File: config.mk
export PLATFORM = sky130hd
export DESIGN_NAME = dtsr_router
export DESIGN_NICKNAME = d
export VERILOG_FILES = /design/src/hdl/dtsr_pkg.sv /design/src/hdl/dtsr_edge.sv /design/src/hdl/dtsr_ivl.sv /design/src/hdl/dtsr_router.sv
export SDC_FILE = /design/constraint.sdc
export NUM_CORES = 1
export LEC_CHECK = 0
export BUFFER_PORTS_ARGS = -buffer_cell sky130_fd_sc_hd__buf_4
export CAP_MARGIN = 20
export CORE_MARGIN = 5
export CORE_UTILIZATION = 55
export CTS_CLUSTER_DIAMETER = 200
export CTS_CLUSTER_SIZE = 25
export DETAILED_ROUTE_END_ITERATION = 6
export GPL_TIMING_DRIVEN = 0
export PLACE_DENSITY = 0.76
export SYNTH_ARGS = -nofsm -noshare
export SYNTH_HDL_FRONTEND = slang
export SYNTH_SLANG_ARGS = --single-unit
File: constraint.sdc
create_clock -name CLK -period 4.79 [get_ports CLK]
set_clock_uncertainty 0.05 [all_clocks]
set_input_delay 0.2395 -clock CLK [delete_from_list [all_inputs] [get_ports CLK]]
set_output_delay 0.2395 -clock CLK [all_outputs]
set_load 0.05 [all_outputs]
File: src/hdl/dtsr_pkg.sv
// Constants and types shared by the timing source router files.
// Assumes a single 40 MHz system clock drives every module that imports it.
package dtsr_pkg;

  // System clock
  localparam int CLK_HZ             = 40_000_000;
  localparam int CLK_PERIOD_NS      = 1_000_000_000 / CLK_HZ;

  // External timebase limits kept by the far side
  localparam int EXT_CLK_MIN_HZ     = 1_000_000;
  localparam int EXT_CLK_MAX_HZ     = 40_000_000;

  // Least aux strobe width kept by the far side, and its cycle count
  localparam int AUX_MIN_PULSE_NS   = 20;
  localparam int AUX_MIN_PULSE_CYC  =
    ((AUX_MIN_PULSE_NS + CLK_PERIOD_NS - 1) / CLK_PERIOD_NS) < 1 ? 1 :
    ((AUX_MIN_PULSE_NS + CLK_PERIOD_NS - 1) / CLK_PERIOD_NS);
  // Scan-begin from aux zero is held longer than this many timebase periods
  localparam int SCAN_MIN_TB_PERIODS = 2;

  // Positions of the synchronised pins in the pin vector
  localparam int PIN_EXT_CLK   = 0;
  localparam int PIN_SYNC_CLK  = 1;
  localparam int PIN_ACQ_EXT   = 2;
  localparam int PIN_WAVE_EXT  = 3;
  localparam int PIN_AUX0      = 4;
  localparam int PIN_AUX1      = 5;
  localparam int PIN_SYNC_ACQ  = 6;
  localparam int PIN_SYNC_OUT  = 7;
  localparam int PIN_SYNC_SCAN = 8;
  localparam int PIN_SYNC_CONV = 9;
  localparam int PIN_SYNC_UPD  = 10;
  localparam int NUM_PINS      = 11;

  // Source choices
  typedef enum logic [1:0] {TB_INTERNAL, TB_EXTERNAL, TB_SYNC_BUS} dtsr_tb_src_t;
  typedef enum logic [1:0] {TRG_EXT_EDGE, TRG_ANALOG, TRG_SOFTWARE, TRG_SYNC_BUS} dtsr_trig_src_t;
  typedef enum logic [1:0] {STB_INTERNAL, STB_AUX, STB_SYNC_BUS} dtsr_stb_src_t;

  // Values after reset: every source internal
  localparam dtsr_tb_src_t   RST_TB_SEL   = TB_INTERNAL;
  localparam dtsr_trig_src_t RST_TRIG_SEL = TRG_SOFTWARE;
  localparam dtsr_stb_src_t  RST_STB_SEL  = STB_INTERNAL;
  localparam logic           RST_FALL_SEL = 1'b0;

endpackage

File: src/hdl/dtsr_edge.sv
// Two-flop synchroniser with selectable edge detect, one-cycle pulse out.
// Assumes the pin is asynchronous to clk; pulses shorter than a clock
// period may be missed.
`timescale 1ns/1ps
module dtsr_edge
  import dtsr_pkg::*;
(
  input  wire logic clk,
  input  wire logic nrst,
  input  wire logic pin,
  input  wire logic fall_sel,
  output logic      pulse
);

  typedef struct packed {
    logic meta;
    logic sync;
    logic prev;
    logic pulse;
  } dtsr_edge_st_t;

  dtsr_edge_st_t st_ff;
  dtsr_edge_st_t nxt_st;

  // Synchronise, then compare settled samples only
  always_comb begin
    nxt_st       = st_ff;
    nxt_st.meta  = pin;
    nxt_st.sync  = st_ff.meta;
    nxt_st.prev  = st_ff.sync;
    nxt_st.pulse = fall_sel ? (~st_ff.sync & st_ff.prev)
                            : (st_ff.sync & ~st_ff.prev);
  end

  // State register
  always_ff @(posedge clk or negedge nrst) begin
    if (!nrst) begin
      st_ff <= '0;
    end else begin
      st_ff <= nxt_st;
    end
  end

  assign pulse = st_ff.pulse;
endmodule

File: src/hdl/dtsr_ivl.sv
// Interval counter stepped by the timebase enable; hit pulse every div steps.
// Assumes en is a one-cycle enable on the same clock; div of zero acts as one.
`timescale 1ns/1ps
module dtsr_ivl
  import dtsr_pkg::*;
#(
  parameter int W = 16
)
(
  input  wire logic         clk,
  input  wire logic         nrst,
  input  wire logic         en,
  input  wire logic         clr,
  input  wire logic [W-1:0] div,
  output logic              hit
);

  typedef struct packed {
    logic [W-1:0] cnt;
    logic         hit;
  } dtsr_ivl_st_t;

  dtsr_ivl_st_t st_ff;
  dtsr_ivl_st_t nxt_st;
  logic [W-1:0] last;

  // Count timebase steps, wrap and pulse at the last one
  always_comb begin
    nxt_st     = st_ff;
    nxt_st.hit = 1'b0;
    last       = (div == '0) ? '0 : div - W'(1);
    if (clr) begin
      nxt_st.cnt = '0;
    end else if (en) begin
      if (st_ff.cnt >= last) begin
        nxt_st.cnt = '0;
        nxt_st.hit = 1'b1;
      end else begin
        nxt_st.cnt = st_ff.cnt + W'(1);
      end
    end
  end

  // State register
  always_ff @(posedge clk or negedge nrst) begin
    if (!nrst) begin
      st_ff <= '0;
    end else begin
      st_ff <= nxt_st;
    end
  end

  assign hit = st_ff.hit;
endmodule

File: src/hdl/dtsr_router.sv
// Timing source router: picks timebase, triggers, scan, conversion, update.
// Assumes config ports come from same-clock logic; all pins are asynchronous.
//
// Functional notes
// Master count clock from internal 40 MHz, external clock input or sync bus.
// Far side keeps the external clock between 1 MHz and 40 MHz.
// One timebase choice drives both acquisition and output paths.
// Interval counters step on the selected timebase, external included.
// Acquisition trigger from external edge, analog, software or sync bus.
// Output trigger from waveform edge, analog, software or sync bus.
// Two dedicated edge trigger inputs, each rising or falling selectable.
// Scan-begin from interval counter, aux zero or sync bus, timebase aligned.
// Far side holds aux zero scan pulses over two timebase periods.
// Conversion strobe from counter, aux zero or sync bus; one per rise.
// Aux zero conversions disable scan counter and internal scan-begin.
// Aux zero conversions make trigger source and mode ineffective.
// Update strobe from counter, aux one or sync bus; one per rise.
// Far side makes aux strobe pulses at least 20 ns wide.
// Each aux input serves one function; aux zero conversion wins over scan.
// Reset returns every routed signal to its internal source.
// External inputs synchronised, edge detected, one-cycle pulse per edge.
`timescale 1ns/1ps
module dtsr_router
  import dtsr_pkg::*;
#(
  parameter int DIV_W  = 16,
  parameter int NUM_CH = 4
)
(
  input  wire logic             CLK,
  input  wire logic             NRST,
  input  wire logic [1:0]       TB_SEL,
  input  wire logic [1:0]       ACQ_TRIG_SEL,
  input  wire logic [1:0]       OUT_TRIG_SEL,
  input  wire logic             ACQ_EDGE_FALL,
  input  wire logic             OUT_EDGE_FALL,
  input  wire logic [1:0]       SCAN_SEL,
  input  wire logic [1:0]       CONV_SEL,
  input  wire logic [1:0]       UPD_SEL,
  input  wire logic [DIV_W-1:0] SCAN_DIV,
  input  wire logic [DIV_W-1:0] CONV_DIV,
  input  wire logic [DIV_W-1:0] UPD_DIV,
  input  wire logic             ACQ_SW_TRIG,
  input  wire logic             OUT_SW_TRIG,
  input  wire logic             ANALOG_TRIG,
  input  wire logic             ACQ_STOP,
  input  wire logic             OUT_STOP,
  input  wire logic             EXTERNAL_CLOCK_INPUT,
  input  wire logic             SYNC_BUS_CLOCK_LINE,
  input  wire logic             ACQ_EXTERNAL_EDGE_TRIGGER,
  input  wire logic             WAVEFORM_EXTERNAL_EDGE_TRIGGER,
  input  wire logic             AUX_INPUT_ZERO,
  input  wire logic             AUX_INPUT_ONE,
  input  wire logic             SYNC_BUS_ACQ_TRIGGER_LINE,
  input  wire logic             SYNC_BUS_OUT_TRIGGER_LINE,
  input  wire logic             SYNC_BUS_SCAN_BEGIN_LINE,
  input  wire logic             SYNC_BUS_CONVERSION_LINE,
  input  wire logic             SYNC_BUS_UPDATE_LINE,
  output logic                  TB_TICK,
  output logic                  ACQ_TRIGGER,
  output logic                  OUTPUT_TRIGGER,
  output logic                  SCAN_BEGIN,
  output logic                  SAMPLE_CONVERSION_STROBE,
  output logic                  OUTPUT_UPDATE_STROBE,
  output logic                  ACQ_RUNNING,
  output logic                  OUT_RUNNING
);

  localparam int CH_W = $clog2(NUM_CH + 1);

  typedef struct packed {
    dtsr_tb_src_t   tb_sel;
    dtsr_trig_src_t acq_sel;
    dtsr_trig_src_t out_sel;
    dtsr_stb_src_t  scan_sel;
    dtsr_stb_src_t  conv_sel;
    dtsr_stb_src_t  upd_sel;
    logic           acq_fall;
    logic           out_fall;
    logic           acq_run;
    logic           out_run;
    logic           scan_pend;
    logic [CH_W-1:0] conv_left;
    logic           tick;
    logic           acq_trig;
    logic           out_trig;
    logic           scan_begin;
    logic           conv_stb;
    logic           upd_stb;
  } dtsr_top_st_t;

  dtsr_top_st_t        st_ff;
  dtsr_top_st_t        nxt_st;
  logic [NUM_PINS-1:0] pins;
  logic [NUM_PINS-1:0] fall;
  logic [NUM_PINS-1:0] edge_p;
  logic                tick_c;
  logic                conv_aux;
  logic                scan_aux;
  logic                acq_src_p;
  logic                out_src_p;
  logic                acq_fire;
  logic                out_fire;
  logic                ext_scan_edge;
  logic                scan_rel;
  logic                scan_now;
  logic                scan_hit;
  logic                conv_hit;
  logic                upd_hit;
  logic                scan_en;
  logic                conv_en;
  logic                upd_en;

  // Gather the pins; only the two dedicated triggers take a falling edge
  assign pins = {SYNC_BUS_UPDATE_LINE, SYNC_BUS_CONVERSION_LINE,
                 SYNC_BUS_SCAN_BEGIN_LINE, SYNC_BUS_OUT_TRIGGER_LINE,
                 SYNC_BUS_ACQ_TRIGGER_LINE, AUX_INPUT_ONE, AUX_INPUT_ZERO,
                 WAVEFORM_EXTERNAL_EDGE_TRIGGER, ACQ_EXTERNAL_EDGE_TRIGGER,
                 SYNC_BUS_CLOCK_LINE, EXTERNAL_CLOCK_INPUT};
  always_comb begin
    fall               = '0;
    fall[PIN_ACQ_EXT]  = st_ff.acq_fall;
    fall[PIN_WAVE_EXT] = st_ff.out_fall;
  end

  // Synchroniser and edge detect per pin
  for (genvar i = 0; i < NUM_PINS; i++) begin : g_pin
    dtsr_edge u_edge (
      .clk      (CLK),
      .nrst     (NRST),
      .pin      (pins[i]),
      .fall_sel (fall[i]),
      .pulse    (edge_p[i])
    );
  end

  // Interval counters all stepped by the one timebase enable
  dtsr_ivl #(.W(DIV_W)) u_scan_ivl (
    .clk  (CLK),
    .nrst (NRST),
    .en   (scan_en),
    .clr  (1'b0),
    .div  (SCAN_DIV),
    .hit  (scan_hit)
  );
  dtsr_ivl #(.W(DIV_W)) u_conv_ivl (
    .clk  (CLK),
    .nrst (NRST),
    .en   (conv_en),
    .clr  (scan_now),
    .div  (CONV_DIV),
    .hit  (conv_hit)
  );
  dtsr_ivl #(.W(DIV_W)) u_upd_ivl (
    .clk  (CLK),
    .nrst (NRST),
    .en   (upd_en),
    .clr  (1'b0),
    .div  (UPD_DIV),
    .hit  (upd_hit)
  );

  // Timebase enable: every cycle, or one per rising edge of the chosen line
  always_comb begin
    unique case (st_ff.tb_sel)
      TB_INTERNAL: tick_c = 1'b1;
      TB_EXTERNAL: tick_c = edge_p[PIN_EXT_CLK];
      TB_SYNC_BUS: tick_c = edge_p[PIN_SYNC_CLK];
      default:     tick_c = 1'b1;
    endcase
  end

  // Aux zero ownership: conversion use excludes scan use
  assign conv_aux = (st_ff.conv_sel == STB_AUX);
  assign scan_aux = (st_ff.scan_sel == STB_AUX) && !conv_aux;

  // Trigger source selection
  always_comb begin
    unique case (st_ff.acq_sel)
      TRG_EXT_EDGE: acq_src_p = edge_p[PIN_ACQ_EXT];
      TRG_ANALOG:   acq_src_p = ANALOG_TRIG;
      TRG_SOFTWARE: acq_src_p = ACQ_SW_TRIG;
      TRG_SYNC_BUS: acq_src_p = edge_p[PIN_SYNC_ACQ];
    endcase
    unique case (st_ff.out_sel)
      TRG_EXT_EDGE: out_src_p = edge_p[PIN_WAVE_EXT];
      TRG_ANALOG:   out_src_p = ANALOG_TRIG;
      TRG_SOFTWARE: out_src_p = OUT_SW_TRIG;
      TRG_SYNC_BUS: out_src_p = edge_p[PIN_SYNC_OUT];
    endcase
  end
  assign acq_fire = acq_src_p && !conv_aux && !st_ff.acq_run;
  assign out_fire = out_src_p && !st_ff.out_run;

  // Scan-begin: counter hits, or external edges held until the next step
  assign scan_en       = tick_c && st_ff.acq_run && !conv_aux
                         && (st_ff.scan_sel == STB_INTERNAL);
  assign ext_scan_edge = st_ff.acq_run && !conv_aux
                         && ((scan_aux && edge_p[PIN_AUX0])
                         || ((st_ff.scan_sel == STB_SYNC_BUS) && edge_p[PIN_SYNC_SCAN]));
  // Release on the registered step so both scan paths land two cycles after it
  assign scan_rel      = st_ff.scan_pend && st_ff.tick;
  assign scan_now      = (scan_hit && !conv_aux) || scan_rel;

  // Conversion and update counters run only while selected
  assign conv_en = tick_c && (st_ff.conv_left != '0) && (st_ff.conv_sel == STB_INTERNAL);
  assign upd_en  = tick_c && st_ff.out_run && (st_ff.upd_sel == STB_INTERNAL);

  // Next state
  always_comb begin
    nxt_st          = st_ff;
    // Selections sampled from software each cycle
    nxt_st.tb_sel   = dtsr_tb_src_t'(TB_SEL);
    nxt_st.acq_sel  = dtsr_trig_src_t'(ACQ_TRIG_SEL);
    nxt_st.out_sel  = dtsr_trig_src_t'(OUT_TRIG_SEL);
    nxt_st.scan_sel = dtsr_stb_src_t'(SCAN_SEL);
    nxt_st.conv_sel = dtsr_stb_src_t'(CONV_SEL);
    nxt_st.upd_sel  = dtsr_stb_src_t'(UPD_SEL);
    nxt_st.acq_fall = ACQ_EDGE_FALL;
    nxt_st.out_fall = OUT_EDGE_FALL;
    // Run flags: a trigger arms, a stop disarms
    nxt_st.acq_run  = (st_ff.acq_run && !ACQ_STOP) || acq_fire;
    nxt_st.out_run  = (st_ff.out_run && !OUT_STOP) || out_fire;
    // Pending external scan; a new edge wins over the release
    nxt_st.scan_pend = (st_ff.scan_pend && !st_ff.tick) || ext_scan_edge;
    // Conversions left in the current scan
    if (scan_now) begin
      nxt_st.conv_left = CH_W'(NUM_CH);
    end else if (conv_hit && (st_ff.conv_left != '0)) begin
      nxt_st.conv_left = st_ff.conv_left - CH_W'(1);
    end
    // Registered strobes
    nxt_st.tick       = tick_c;
    nxt_st.acq_trig   = acq_fire;
    nxt_st.out_trig   = out_fire;
    nxt_st.scan_begin = scan_now;
    unique case (st_ff.conv_sel)
      STB_INTERNAL: nxt_st.conv_stb = conv_hit && (st_ff.conv_left != '0);
      STB_AUX:      nxt_st.conv_stb = edge_p[PIN_AUX0];
      STB_SYNC_BUS: nxt_st.conv_stb = edge_p[PIN_SYNC_CONV];
      default:      nxt_st.conv_stb = 1'b0;
    endcase
    unique case (st_ff.upd_sel)
      STB_INTERNAL: nxt_st.upd_stb = upd_hit;
      STB_AUX:      nxt_st.upd_stb = edge_p[PIN_AUX1];
      STB_SYNC_BUS: nxt_st.upd_stb = edge_p[PIN_SYNC_UPD];
      default:      nxt_st.upd_stb = 1'b0;
    endcase
  end

  // State register; reset puts every source back to internal
  always_ff @(posedge CLK or negedge NRST) begin
    if (!NRST) begin
      st_ff          <= '0;
      st_ff.tb_sel   <= RST_TB_SEL;
      st_ff.acq_sel  <= RST_TRIG_SEL;
      st_ff.out_sel  <= RST_TRIG_SEL;
      st_ff.scan_sel <= RST_STB_SEL;
      st_ff.conv_sel <= RST_STB_SEL;
      st_ff.upd_sel  <= RST_STB_SEL;
      st_ff.acq_fall <= RST_FALL_SEL;
      st_ff.out_fall <= RST_FALL_SEL;
    end else begin
      st_ff <= nxt_st;
    end
  end

  // Outputs straight from the state register
  assign TB_TICK                  = st_ff.tick;
  assign ACQ_TRIGGER              = st_ff.acq_trig;
  assign OUTPUT_TRIGGER           = st_ff.out_trig;
  assign SCAN_BEGIN               = st_ff.scan_begin;
  assign SAMPLE_CONVERSION_STROBE = st_ff.conv_stb;
  assign OUTPUT_UPDATE_STROBE     = st_ff.upd_stb;
  assign ACQ_RUNNING              = st_ff.acq_run;
  assign OUT_RUNNING              = st_ff.out_run;
endmodule
**Word-level counts from Yosys, hierarchy flattened**

Cells that the tools add are included.
Widths: inputs -> output; s select.

- Register bits after elaboration: 121
- Input port bits: 80

- $add $sub $neg: 7
- Order comparisons: 3
- Equality and inequality tests: 14
- Multiplexer cells: 23
- Bitwise gates (word level): 26
- Reduce and logical (&&, ||, !) cells: 43

Operators by type and width:

| operator | number |
|---|---|
| $mux 16 | 7 |
| $add 16x1->16 const B | 3 |
| $ge 16x16->1 | 3 |
| $logic_not 16->1 | 3 |
| $sub 16x1->16 const B | 3 |
| $logic_and 1x1->1 | 21 |
| $mux 17 | 1 |
| $eq 2x2->1 const B | 8 |
| $and 1x1->1 | 13 |
| $not 1->1 | 13 |
| $eq 2x1->1 const B | 6 |
| $logic_not 2->1 | 5 |
| $mux 1 | 8 |
| $pmux 1 s4 | 2 |
| $logic_not 1->1 | 6 |
| $mux 3 | 2 |
| $pmux 1 s3 | 2 |
| $logic_or 1x1->1 | 5 |
| $reduce_bool 2->1 | 2 |
| $reduce_bool 3->1 | 1 |
| $sub 3x1->3 const B | 1 |
| $pmux 1 s2 | 1 |

**Depth between registers and ports, before layout**

Gate-level depths: netlist of the first run.

- Depth in word-level cells: 7
- Mapped depth: 14
- Gate-level depth less buffers: 13

**Modules after synthesis**

A second synthesis of the first run with hierarchy kept.

- Cells, all modules: 760
- Area total of the unflattened synthesis: 7,337.0 µm²

By module, submodules not included:

| module | instances | cells each | area an instance (µm²) |
|---|---|---|---|
| dtsr_ivl (u_conv_ivl) | 1 | 216 | 1,793.0 |
| dtsr_ivl (u_scan_ivl) | 1 | 199 | 1,637.8 |
| dtsr_ivl (u_upd_ivl) | 1 | 197 | 1,576.5 |
| dtsr_edge | 11 | 7 | 122.6 |
| dtsr_router | 1 | 71 | 980.9 |

**Least setup slack after synthesis of the first run**

Ideal clock, no wire load.

- Path type: in2reg
- Start point: in UPD_DIV[2]
- End point: reg u_upd_ivl.st_ff[10] (netlist name)
- Setup time: 0.132 ns
- Data arrival time: 3.052 ns
- Data required time: 4.608 ns
- Path slack: 1.556 ns
- Stages on the path: 14
- Path buffers: 1
- Cell sequence: or4_1 nor3_2 nand2_1 nor4_1 xor2_1 nand2_1 ha_1 nand4_1 nor3_1 a221oi_1 o211ai_1 and2_1 clkbuf_1 nor2_1

- Longest elaborated chain between the ends: 4
- Elaborated cells between the ends (all ways): 5
- Classes of those cells: 1 x add/sub; 1 x order compare; 2 x mux; 1 x reduce/logical

Ends and longest elaborated chain:

| what | RTL line | RTL |
|---|---|---|
| start, declared | dtsr_router.sv:42 | `input wire logic [DIV_W-1:0] UPD_DIV,` |
| $sub 16x1->16 or $logic_not 16->1 (tied branches) | dtsr_ivl.sv:31 | `last = (div == '0) ? '0 : div - W'(1);` |
| $mux 16 (*) | dtsr_ivl.sv:31 |  |
| $ge 16x16->1 (*) | dtsr_ivl.sv:35 | `if (st_ff.cnt >= last) begin` |
| $mux 16 (*) | dtsr_ivl.sv:35 |  |
| end signal, assigned | dtsr_ivl.sv:49 | `st_ff <= nxt_st;` |
| end, declared | dtsr_ivl.sv:23 | `dtsr_ivl_st_t st_ff;` |

Mark *: on every way between the ends. The rest lies on a longest branch, timed or not.
A chain may end at the register's enable or synchronous reset.

**Worst setup path after layout of the first run**

- Start point: in UPD_DIV[2]
- End point: reg u_upd_ivl.st_ff[7] (netlist name)

Same word-level chain as after synthesis.

==> flow_metrics.py, run 1 <==
metrics = {
    "status": {
        "status": "finished, final reports clean",
    },
    "placed_design": {
        "placedCellCount": 956,
        "gp_congestion": 0.8712,
        "placed_area_mm2": 0.007719,
        "portBuffers": 87,
        "dp.final_hpwl_um": 10460,
        "dpl_worst_slack_ns": 0.8147,
    },
    "power_and_ir_drop": {
        "power_switching_share": 0.3188,
        "p_clk_frac": 0.359,
        "leakage_nw": 4.002,
        "switchingPower_mw": 1.183,
        "p_seq_frac": 0.399,
        "cellInternalPower_mw": 2.528,
        "p_comb_frac": 0.241,
        "power_density_mw_per_mm2": 431.3,
        "power_mw": 3.711,
        "vdd_drop_max_mv": 0.3559,
    },
    "worst_hold_path": {
        "min_path_cells": 3,
        "hp-start": "ACQ_STOP",
        "min_path_type": "in2reg",
        "holdPathEnd": "ACQ_RUNNING",
    },
    "worst_setup_path": {
        "crit_slowest_cell": "or4_1",
        "critPathKind": "in2reg",
        "critPathBufInv": 2,
        "timing.rr.end": "u_conv_ivl.st_ff[7]",
        "r2r_setup_slack_ns": 2.21,
        "cp_max_fo": 10,
        "critical_path.top_delay_family": "simple AND/OR/NAND/NOR gates",
        "arrival_ns": 3.79,
        "start_kind": "input port",
        "crit_top_cell": "nand2_1",
        "regToRegStartpoint": "u_conv_ivl.st_ff[2]",
        "end_kind": "register",
        "r2r_cells": 8,
        "crit_chain": "buf_4 > or4_1 > nor3_2 > nand2_1 > nor4_1 > xor2_1 > nand2_1 > ha_1 > nand4_1 > nor3_1 > a221oi_1 > o211ai_1 > and2_1 > clkbuf_1 > nor2_1",
        "max_stage_delay_ns": 0.59,
        "required_ns": 5.01,
    },
    "global_routing": {
        "grt_max_degree": 99,
        "grt_util_met2": 0.3596,
        "grt_pass1_wl_um": 24910,
        "grtUsageMet1": 0.2667,
        "met3_usage": 0.05455,
        "first_global_vias": 5525,
        "grt-busiest-layer": "met2",
        "antenna_found_initial": 0,
        "grt_usage": 0.2104,
        "grt_overflow_total": 0,
    },
    "timing": {
        "fmax_mhz": 279.8,
        "worst_pin_slew_ns": 0.7488,
        "setup_viol": 0,
        "final.setup.worst_slack_ns": 1.216,
        "hold_viol_final": 0,
        "hold_ws_ns": 0.07046,
        "period_share": 0.7461,
        "slew_headroom": 0.4962,
        "period_needed_ns": 3.574,
        "report.final.slew_viol_count": 0,
        "fin_tns_setup_ns": 0,
        "rsz0062_at_grt": "no",
    },
    "clock_network": {
        "htreeDepth": 4,
        "ctsRootBufferMaster": "clkbuf_16",
        "clk_pin_slew_ns": 0.05,
        "cts_tree": "yes",
        "cts_sinks": 121,
        "clk_latency_ns": 0.41,
        "cts-resized-gates": 0,
        "ctsLongestPathBuffers": 2,
        "cts_buffers": 17,
    },
    "cells_and_area": {
        "nFillCells": 888,
        "area.growth.synth_to_final_pct": 26.07,
        "nets": 974,
        "stdcell_count": 1014,
        "n_antenna_cell": 0,
        "final_area_mm2": 0.008603,
        "drive_gt1_frac": 0.1631,
        "final_core_util": 0.7103,
    },
    "synthesis": {
        "syn_area_mm2": 0.006824,
        "netlist_instances": 700,
        "synth.top_cells.by_area": "dfrtp_1 (44%), ha_1 (11%), nand2_1 (5.4%)",
        "synth_area_leader_cell": "dfrtp_1",
        "ys.flop_type": "dfrtp_1",
        "syn_nets": 841,
        "ys_types": 60,
        "synth.top_cell.area_share": 0.4364,
        "synth-async-reset-ratio": 1.000,
        "avgSynthCellArea_um2": 9.749,
        "synth_warnings": 0,
        "synth_edf_count": 0,
        "synthTopCellsByCount": "dfrtp_1 (119), nand2_1 (99), ha_1 (61)",
        "seq_area_frac_synth": 0.4441,
        "yosysMostFrequentCell": "dfrtp_1",
        "synth_seq_cells": 121,
    },
    "flow_run": {
        "drv_cap": 0,
    },
    "route": {
        "wl_per_cell_um": 14.64,
        "first_iter_violations": 275,
        "vias": 5603,
        "ant_nets": 0,
        "via_per_inst": 5.526,
        "wirelength_um": 14850,
        "drc": 0,
        "drt-pass1-iter-count": 4,
    },
    "floorplan": {
        "die_w_um": 121.4,
        "core_area_mm2": 0.01211,
        "placement_rows": 40,
        "start_util": 0.5634,
        "ioPinCount": 88,
        "die_area_mm2": 0.01474,
        "die_height_um": 121.4,
    },
}
-- timing repair --
action,CTS,global route
hold endpoints to repair,48,0
setup endpoints to repair,0,0
hold buffers,26,0
setup buffers,0,0
-- registers in the layout, indices dropped and copies added, names as in the netlist, 2 cells and up --
register             flops
u_conv_ivl.st_ff        16
u_upd_ivl.st_ff         16
u_scan_ivl.st_ff        16
fall                     2
g_pin.u_edge.st_ff      11
g_pin.u_edge.nxt_st     22
st_ff                   16
g_pin.u_edge.pulse      11
-- worst max path at each step --
stage / from / end / slack, ns / cells past startpoint
final: UPD_DIV[2] / u_upd_ivl.st_ff[7] / 1.22 / 15
after global routing: UPD_DIV[2] / u_upd_ivl.st_ff[8] / 0.89 / 15
after floorplan: UPD_DIV[2] / u_upd_ivl.st_ff[10] / 1.56 / 14
after global placement: UPD_DIV[2] / u_upd_ivl.st_ff[6] / 0.97 / 15
after CTS: UPD_DIV[2] / u_upd_ivl.st_ff[13] / 1.25 / 15
after detailed placement: UPD_DIV[2] / u_upd_ivl.st_ff[7] / 0.81 / 15
-- tightest hold or removal path, delay by kind of cell --
family	cells	cell delay [ns]
buffers and inverters	2	0.15
AOI/OAI and AO/OA	1	0.10
-- power groups by stage --
stage                     Clock, mW  Combinational [mW]  Sequential (mW)
after floorplan                   0               0.604             1.44
after global placement            0               0.814             1.47
after detailed placement          0               0.873             1.49
after CTS                      1.36               0.902             1.48
after global routing           1.41                1.03             1.52
final                          1.33               0.896             1.48
-- layer usage --
metal  vias to the layer above  share of wire
met5                         -              0
met4                         0         0.0083
met3                        11          0.047
met2                       119           0.51
met1                      2702           0.44
li1                       2771              -
-- area by class of cell --
cell class              count  area (um^2)  share of cell area
repair buffers            114        944.7              0.1098
inverters                  25        93.84             0.01091
well taps                 168        210.2             0.02443
clock inverters            13        191.4             0.02225
multi-input cells         541         3633              0.4223
plain buffers              13        66.31            0.007708
flip-flops and latches    121         3030              0.3522
clock buffers              19        432.9             0.05032
-- logic make-up after synthesis --
group	synth area share
simple gates	0.2308
flops	0.4441
compound gates	0.1030
fa+ha+maj	0.1118
xor+xnor	0.07701
buf+inv	0.02347
mux	0.009717
-- cell usage in the layout, fill, tap and decap left out, types with 5 or more instances in the layout --
| cell type | instances |
|---|---|
| dfrtp_1 | 119 |
| nand2_1 | 99 |
| buf_4 | 86 |
| ha_1 | 61 |
| nor2_1 | 59 |
| xor2_1 | 34 |
| nor3_1 | 28 |
| xnor2_1 | 26 |
| dlygate4sd3_1 | 26 |
| inv_1 | 24 |
| nand3_1 | 24 |
| a21oi_1 | 23 |
| o21ai_0 | 22 |
| nor2b_1 | 20 |
| nand4_1 | 18 |
| clkbuf_16 | 17 |
| nor4_1 | 14 |
| clkbuf_1 | 11 |
| nand2b_1 | 9 |
| and3_1 | 8 |
| o21a_1 | 8 |
| a21o_1 | 7 |
| and2_1 | 6 |
| a22o_1 | 5 |
| nor3b_1 | 5 |
(Power assumes the default switching activity.)
==> inputs of run 2 (changes only) <==
==> constraint.sdc (replaced) <==
create_clock -name CLK -period 3.63 [get_ports CLK]
set_clock_uncertainty 0.05 [all_clocks]
set_input_delay 0.1815 -clock CLK [delete_from_list [all_inputs] [get_ports CLK]]
set_output_delay 0.1815 -clock CLK [all_outputs]
set_load 0.05 [all_outputs]
==> run 2 against run 1 <==
Net effect:
- combinational power grew 33%
- sequential power rose by 32%
- sequential share of layout area is 0.077 points lower
- flip-flop and latch count stayed put
- non-clock buffer count up 1
- die area did not move
- via count rose by 0.12%
- clock-buffer cell count stayed put
- global-route usage hardly changed
- critical path depth fell by 2
- first-iteration DRC count is 7.6% lower
- final cell count hardly changed
- highest routed layer unchanged
==> flow_metrics.py, run 2 (synthesis gave the netlist of run 1 again) <==
metrics = {
    "timing": {
        "period_needed_ns": 3.335,
        "fin_tns_setup_ns": 0,
        "hold_ws_ns": 0.05193,
        "hold_viol_final": 0,
        "setup_viol": 0,
        "rsz0062_at_grt": "no",
        "period_share": 0.9188,
        "slew_headroom": 0.5278,
        "report.final.slew_viol_count": 0,
        "fmax_mhz": 299.8,
        "worst_pin_slew_ns": 0.7019,
    },
    "route": {
        "first_iter_violations": 254,
        "ant_nets": 0,
        "wl_per_cell_um": 14.64,
        "drt-pass1-iter-count": 5,
        "drc": 0,
        "vias": 5610,
        "wirelength_um": 14860,
        "via_per_inst": 5.527,
    },
    "worst_setup_path": {
        "end_kind": "register",
        "arrival_ns": 3.63,
        "cp_max_fo": 10,
        "regToRegStartpoint": "u_conv_ivl.st_ff[2]",
        "required_ns": 3.93,
        "r2r_cells": 8,
        "r2r_setup_slack_ns": 1.05,
        "start_kind": "input port",
        "timing.rr.end": "u_conv_ivl.st_ff[7]",
        "critPathKind": "in2reg",
    },
    "global_routing": {
        "grt_usage": 0.2106,
        "first_global_vias": 5527,
        "grt_overflow_total": 0,
        "grt_pass1_wl_um": 24940,
        "grt_max_degree": 99,
        "antenna_found_initial": 0,
    },
    "placed_design": {
        "portBuffers": 87,
        "gp_congestion": 0.8712,
        "placedCellCount": 956,
        "dp.final_hpwl_um": 10460,
    },
    "floorplan": {
        "die_area_mm2": 0.01474,
        "ioPinCount": 88,
        "die_height_um": 121.4,
        "core_area_mm2": 0.01211,
        "start_util": 0.5634,
        "die_w_um": 121.4,
        "placement_rows": 40,
    },
    "power_and_ir_drop": {
        "p_comb_frac": 0.243,
        "p_clk_frac": 0.359,
        "power_density_mw_per_mm2": 569.0,
        "vdd_drop_max_mv": 0.4683,
        "power_switching_share": 0.3194,
        "p_seq_frac": 0.398,
        "leakage_nw": 4.005,
        "switchingPower_mw": 1.567,
        "cellInternalPower_mw": 3.339,
    },
    "cells_and_area": {
        "area.growth.synth_to_final_pct": 26.35,
        "final_common_cell": "dfrtp_1",
        "stdcell_count": 1015,
        "final_cell_mix": "dfrtp_1 (119), nand2_1 (99), buf_4 (86), ha_1 (61), nor2_1 (59)",
        "drive_gt1_frac": 0.1665,
        "largest_reg_flops": 22,
        "nFillCells": 888,
        "n_antenna_cell": 0,
        "nets": 975,
    },
    "clock_network": {
        "cts_buffers": 17,
        "ctsLongestPathBuffers": 2,
        "htreeDepth": 4,
        "clk_latency_ns": 0.41,
        "cts_sinks": 121,
        "clk_pin_slew_ns": 0.06,
        "cts_tree": "yes",
        "ctsRootBufferMaster": "clkbuf_16",
    },
    "worst_hold_path": {
        "holdPathEnd": "OUT_RUNNING",
        "min_path_cells": 3,
        "hp-start": "OUT_STOP",
        "min_path_type": "in2reg",
    },
    "status": {
        "status": "finished, final reports clean",
    },
    "flow_run": {
        "drv_cap": 0,
    },
}
## run 2: cell count changes in the layout (fill, tap and decap cells not counted)
cell | before | now
a21oi_1 | 23 | 22
a21oi_2 | 0 | 1
clkbuf_1 | 11 | 10
clkbuf_2 | 0 | 1
dlygate4sd3_1 | 26 | 27
o21bai_1 | 1 | 0
o21bai_2 | 0 | 1
## run 2: repair_timing
item	CTS	global route
setup endpoints to repair	0	20
hold endpoints to repair	146	0
buffers inserted	0	0
hold buffers	27	0
resized for setup	0	4
## run 2: routing by layer
metal	wire, um	track usage	up-vias	part of all wire
li1	-	-	2769	-
met1	6440	0.2673	2686	0.43
met2	7482	0.3596	136	0.50
met3	763	0.05455	19	0.051
met4	174	0.05252	0	0.012
met5	0	0	-	0
## run 2: worst max-delay path, cell delays in order
cell,delay [ns]
buf_4,0.12
nor4_1,0.63
nand4_1,0.42
clkbuf_1,0.31
nand2_1,0.11
ha_1,0.24
a31oi_1,0.17
nor2b_1,0.06
o311ai_1,0.26
nand4_1,0.36
buf_2,0.33
nor4_1,0.29
o21a_1,0.14
## run 2: final cells by class
cell class	instances	area, um^2	share of cell area
repair buffers	115	954.7	0.1107
plain buffers	13	67.56	0.007836
multi-input cells	541	3641	0.4223
inverters	25	93.84	0.01088
clock inverters	13	191.4	0.02220
well taps	168	210.2	0.02438
flip-flops and latches	121	3030	0.3515
clock buffers	19	432.9	0.05021
## run 2: how the worst max path moves through the flow
stage	from	to	slack [ns]	cells after the start
floorplan	UPD_DIV[2]	u_upd_ivl.st_ff[10]	0.45	14
CTS	UPD_DIV[2]	u_upd_ivl.st_ff[13]	0.15	15
finish	CONV_DIV[5]	u_conv_ivl.st_ff[7]	0.29	13
detailed placement	UPD_DIV[2]	u_upd_ivl.st_ff[7]	-0.29	15
global placement	UPD_DIV[2]	u_upd_ivl.st_ff[6]	-0.14	15
global route	SCAN_DIV[11]	u_scan_ivl.st_ff[13]	0.003	13
## run 2: power by group through the flow
stage	registers, mW	clock network, mW	logic [mW]
4_1_cts	1.95	1.79	1.19
5_1_grt	2.00	1.86	1.37
3_5_place_dp	1.96	0	1.15
2_1_floorplan	1.91	0	0.797
6_report	1.95	1.76	1.19
3_3_place_gp	1.95	0	1.07
## run 2: metrics by stage
step / total power, mW / cell area, um^2 / worst slack, ns / util
6_report: 4.906 / 8622 / 0.2948 / 0.7119
4_1_cts: 4.926 / 8613 / 0.1530 / 0.7112
3_3_place_gp: 3.020 / 7687 / -0.1361 / 0.6347
2_1_floorplan: 2.702 / 6824 / 0.4540 / -
3_5_place_dp: 3.115 / 7719 / -0.2873 / 0.6373
5_1_grt: 5.228 / 8622 / 0.002727 / 0.7119
==> inputs of run 3 (changes only) <==
--- a/config.mk
+++ b/config.mk
@@ -10,7 +10,6 @@
 export CORE_MARGIN = 5
 export CORE_UTILIZATION = 55
 export CTS_CLUSTER_DIAMETER = 200
-export CTS_CLUSTER_SIZE = 25
 export DETAILED_ROUTE_END_ITERATION = 6
 export GPL_TIMING_DRIVEN = 0
 export PLACE_DENSITY = 0.76
==> constraint.sdc (replaced) <==
create_clock -name CLK -period 3.63 [get_ports CLK]
set_clock_uncertainty 0.05 [all_clocks]
set_input_delay 0 -clock CLK [delete_from_list [all_inputs] [get_ports CLK]]
set_output_delay 0 -clock CLK [all_outputs]
set_load 0.05 [all_outputs]
==> run 3 against run 2 <==
Net effect:
- first-iteration DRC count down 4.3%
- non-clock buffer count is 2 higher
- global-route usage fell by 0.069 points
- flip-flop and latch count stayed put
- worst hold slack improved by 0.028 ns
- total power decreased by 0.16%
- register-to-register slack about the same
- worst setup slack gained 0.16 ns
- combinational power hardly changed
- clock power about the same
- largest cell class unchanged
==> flow_metrics.py, run 3 (synthesis gave the netlist of run 1 again) <==
metrics = {
    "clock_network": {
        "clk_pin_slew_ns": 0.05,
        "ctsLongestPathBuffers": 2,
        "postCtsSetupRepairBufs": 0,
        "cts_tree": "yes",
        "cts_buffers": 17,
        "cts_sinks": 121,
        "clk_latency_ns": 0.41,
        "ctsRootBufferMaster": "clkbuf_16",
        "htreeDepth": 4,
        "cts-resized-gates": 0,
    },
    "floorplan": {
        "placement_rows": 40,
        "die_w_um": 121.4,
        "core_area_mm2": 0.01211,
        "die_height_um": 121.4,
        "ioPinCount": 88,
        "die_area_mm2": 0.01474,
        "start_util": 0.5634,
    },
    "route": {
        "first_iter_violations": 243,
        "via_per_inst": 5.503,
        "wl_per_cell_um": 14.64,
        "drc": 0,
        "wirelength_um": 14890,
        "drt-pass1-iter-count": 5,
        "ant_nets": 0,
        "vias": 5597,
    },
    "worst_hold_path": {
        "min_path_type": "in2async",
    },
    "power_and_ir_drop": {
        "switchingPower_mw": 1.560,
        "power_density_mw_per_mm2": 566.6,
        "p_comb_frac": 0.242,
        "p_clk_frac": 0.359,
        "p_seq_frac": 0.399,
        "cellInternalPower_mw": 3.339,
        "vdd_drop_max_mv": 0.4770,
        "power_switching_share": 0.3184,
        "leakage_nw": 4.021,
    },
    "timing": {
        "fin_tns_setup_ns": 0,
        "worst_pin_slew_ns": 0.7144,
        "rsz0062_at_grt": "no",
        "period_needed_ns": 3.173,
        "hold_ws_ns": 0.07982,
        "hold_viol_final": 0,
        "final.setup.worst_slack_ns": 0.4566,
        "report.final.slew_viol_count": 0,
        "fmax_mhz": 315.1,
        "slew_headroom": 0.5193,
        "period_share": 0.8742,
        "setup_viol": 0,
    },
    "worst_setup_path": {
        "start_kind": "input port",
        "critPathKind": "in2reg",
        "required_ns": 3.85,
        "critPathBufInv": 1,
        "crit_slowest_cell": "or4_1",
        "arrival_ns": 3.40,
        "regToRegStartpoint": "u_conv_ivl.st_ff[2]",
        "crit_chain": "buf_4 > or4_1 > nor3_2 > nand2_1 > nor4_1 > xor2_1 > nand2_1 > ha_1 > nand4_1 > nor3_1 > a221oi_1 > o211ai_1 > and2_1 > nor2_1",
        "critical_path.top_delay_family": "simple AND/OR/NAND/NOR gates",
        "end_kind": "register",
        "r2r_setup_slack_ns": 1.05,
        "cp_max_fo": 11,
        "crit_top_cell": "nand2_1",
        "max_stage_delay_ns": 0.59,
        "r2r_cells": 8,
        "timing.rr.end": "u_conv_ivl.st_ff[7]",
    },
    "cells_and_area": {
        "largest_reg_flops": 22,
        "area.growth.synth_to_final_pct": 26.68,
        "nets": 977,
        "nFillCells": 888,
        "stdcell_count": 1017,
        "final_common_cell": "dfrtp_1",
        "drive_gt1_frac": 0.1637,
        "n_antenna_cell": 0,
        "final_cell_mix": "dfrtp_1 (119), nand2_1 (99), buf_4 (86), ha_1 (61), nor2_1 (59)",
    },
    "placed_design": {
        "dpl_worst_slack_ns": -0.1058,
        "gp_congestion": 0.8712,
        "portBuffers": 87,
        "dp.final_hpwl_um": 10460,
        "placedCellCount": 956,
    },
    "global_routing": {
        "antenna_found_initial": 0,
        "first_global_vias": 5567,
        "grt_pass1_wl_um": 24900,
        "grt_overflow_total": 0,
        "grt_usage": 0.2099,
        "grt_max_degree": 99,
    },
    "flow_run": {
        "drv_cap": 0,
    },
    "status": {
        "status": "finished, final reports clean",
    },
}
-- run 3: changes by cell type in the layout (fill, tap and decap cells not counted), sizes merged --
| cell | change |
|---|---|
| clkbuf | -1 |
| buf | +1 |
| dlygate4sd3 | +2 |
-- run 3: worst reg2reg max path: stages, from the launching register on --
cell	delay, ns
dfrtp_1	0.42
ha_1	0.32
nor2b_1	0.13
o211a_1	0.20
o311ai_1	0.29
nand4_1	0.36
buf_2	0.32
nor4_1	0.29
o21a_1	0.14
-- run 3: worst max path at each step --
| stage | from | end | slack [ns] | depth (start not counted) |
|---|---|---|---|---|
| 3_5_place_dp | UPD_DIV[2] | u_upd_ivl.st_ff[7] | -0.11 | 15 |
| 3_3_place_gp | UPD_DIV[2] | u_upd_ivl.st_ff[6] | 0.05 | 15 |
| 2_1_floorplan | UPD_DIV[2] | u_upd_ivl.st_ff[10] | 0.64 | 14 |
| 6_report | UPD_DIV[2] | u_upd_ivl.st_ff[7] | 0.46 | 14 |
| 4_1_cts | UPD_DIV[2] | u_upd_ivl.st_ff[13] | 0.33 | 15 |
| 5_1_grt | SCAN_DIV[11] | u_scan_ivl.st_ff[13] | 0.08 | 13 |
-- run 3: cell type report --
| cell class | count | area (um^2) | area share |
|---|---|---|---|
| clock inverter | 13 | 191.4 | 0.02215 |
| sequential | 121 | 3030 | 0.3506 |
| clock buffer | 19 | 432.9 | 0.05008 |
| buffer | 12 | 62.56 | 0.007237 |
| inverter | 25 | 93.84 | 0.01086 |
| timing repair buffer | 118 | 989.7 | 0.1145 |
| tap | 168 | 210.2 | 0.02432 |
| multi-input combinational | 541 | 3633 | 0.4203 |
-- run 3: per-stage QoR --
step / instance area [um^2] / util / power (mW)
final: 8645 / 0.7137 / 4.898
after floorplan: 6824 / - / 2.702
after global routing: 8645 / 0.7137 / 5.222
after CTS: 8633 / 0.7128 / 4.927
after detailed placement: 7719 / 0.6373 / 3.115
after global placement: 7687 / 0.6347 / 3.020
-- run 3: power by group through the flow --
stage	logic [mW]	clock network [mW]	registers, mW
CTS	1.19	1.79	1.95
finish	1.19	1.76	1.95
global placement	1.07	0	1.95
detailed placement	1.15	0	1.96
global route	1.36	1.86	2.00
floorplan	0.797	0	1.91
-- run 3: what timing repair did --
action / 4_1_cts / 5_1_grt
endpoints found under the hold margin: 147 / 0
hold buffers: 29 / 0
setup endpoints to repair: 0 / 9
-- run 3: routing by layer --
layer  vias up  GRT usage  share of wire
li1       2771          -              -
met1      2675     0.2644           0.44
met2       132     0.3606           0.50
met3        19    0.04662          0.047
met4         0    0.06443          0.013
met5         -          0              0
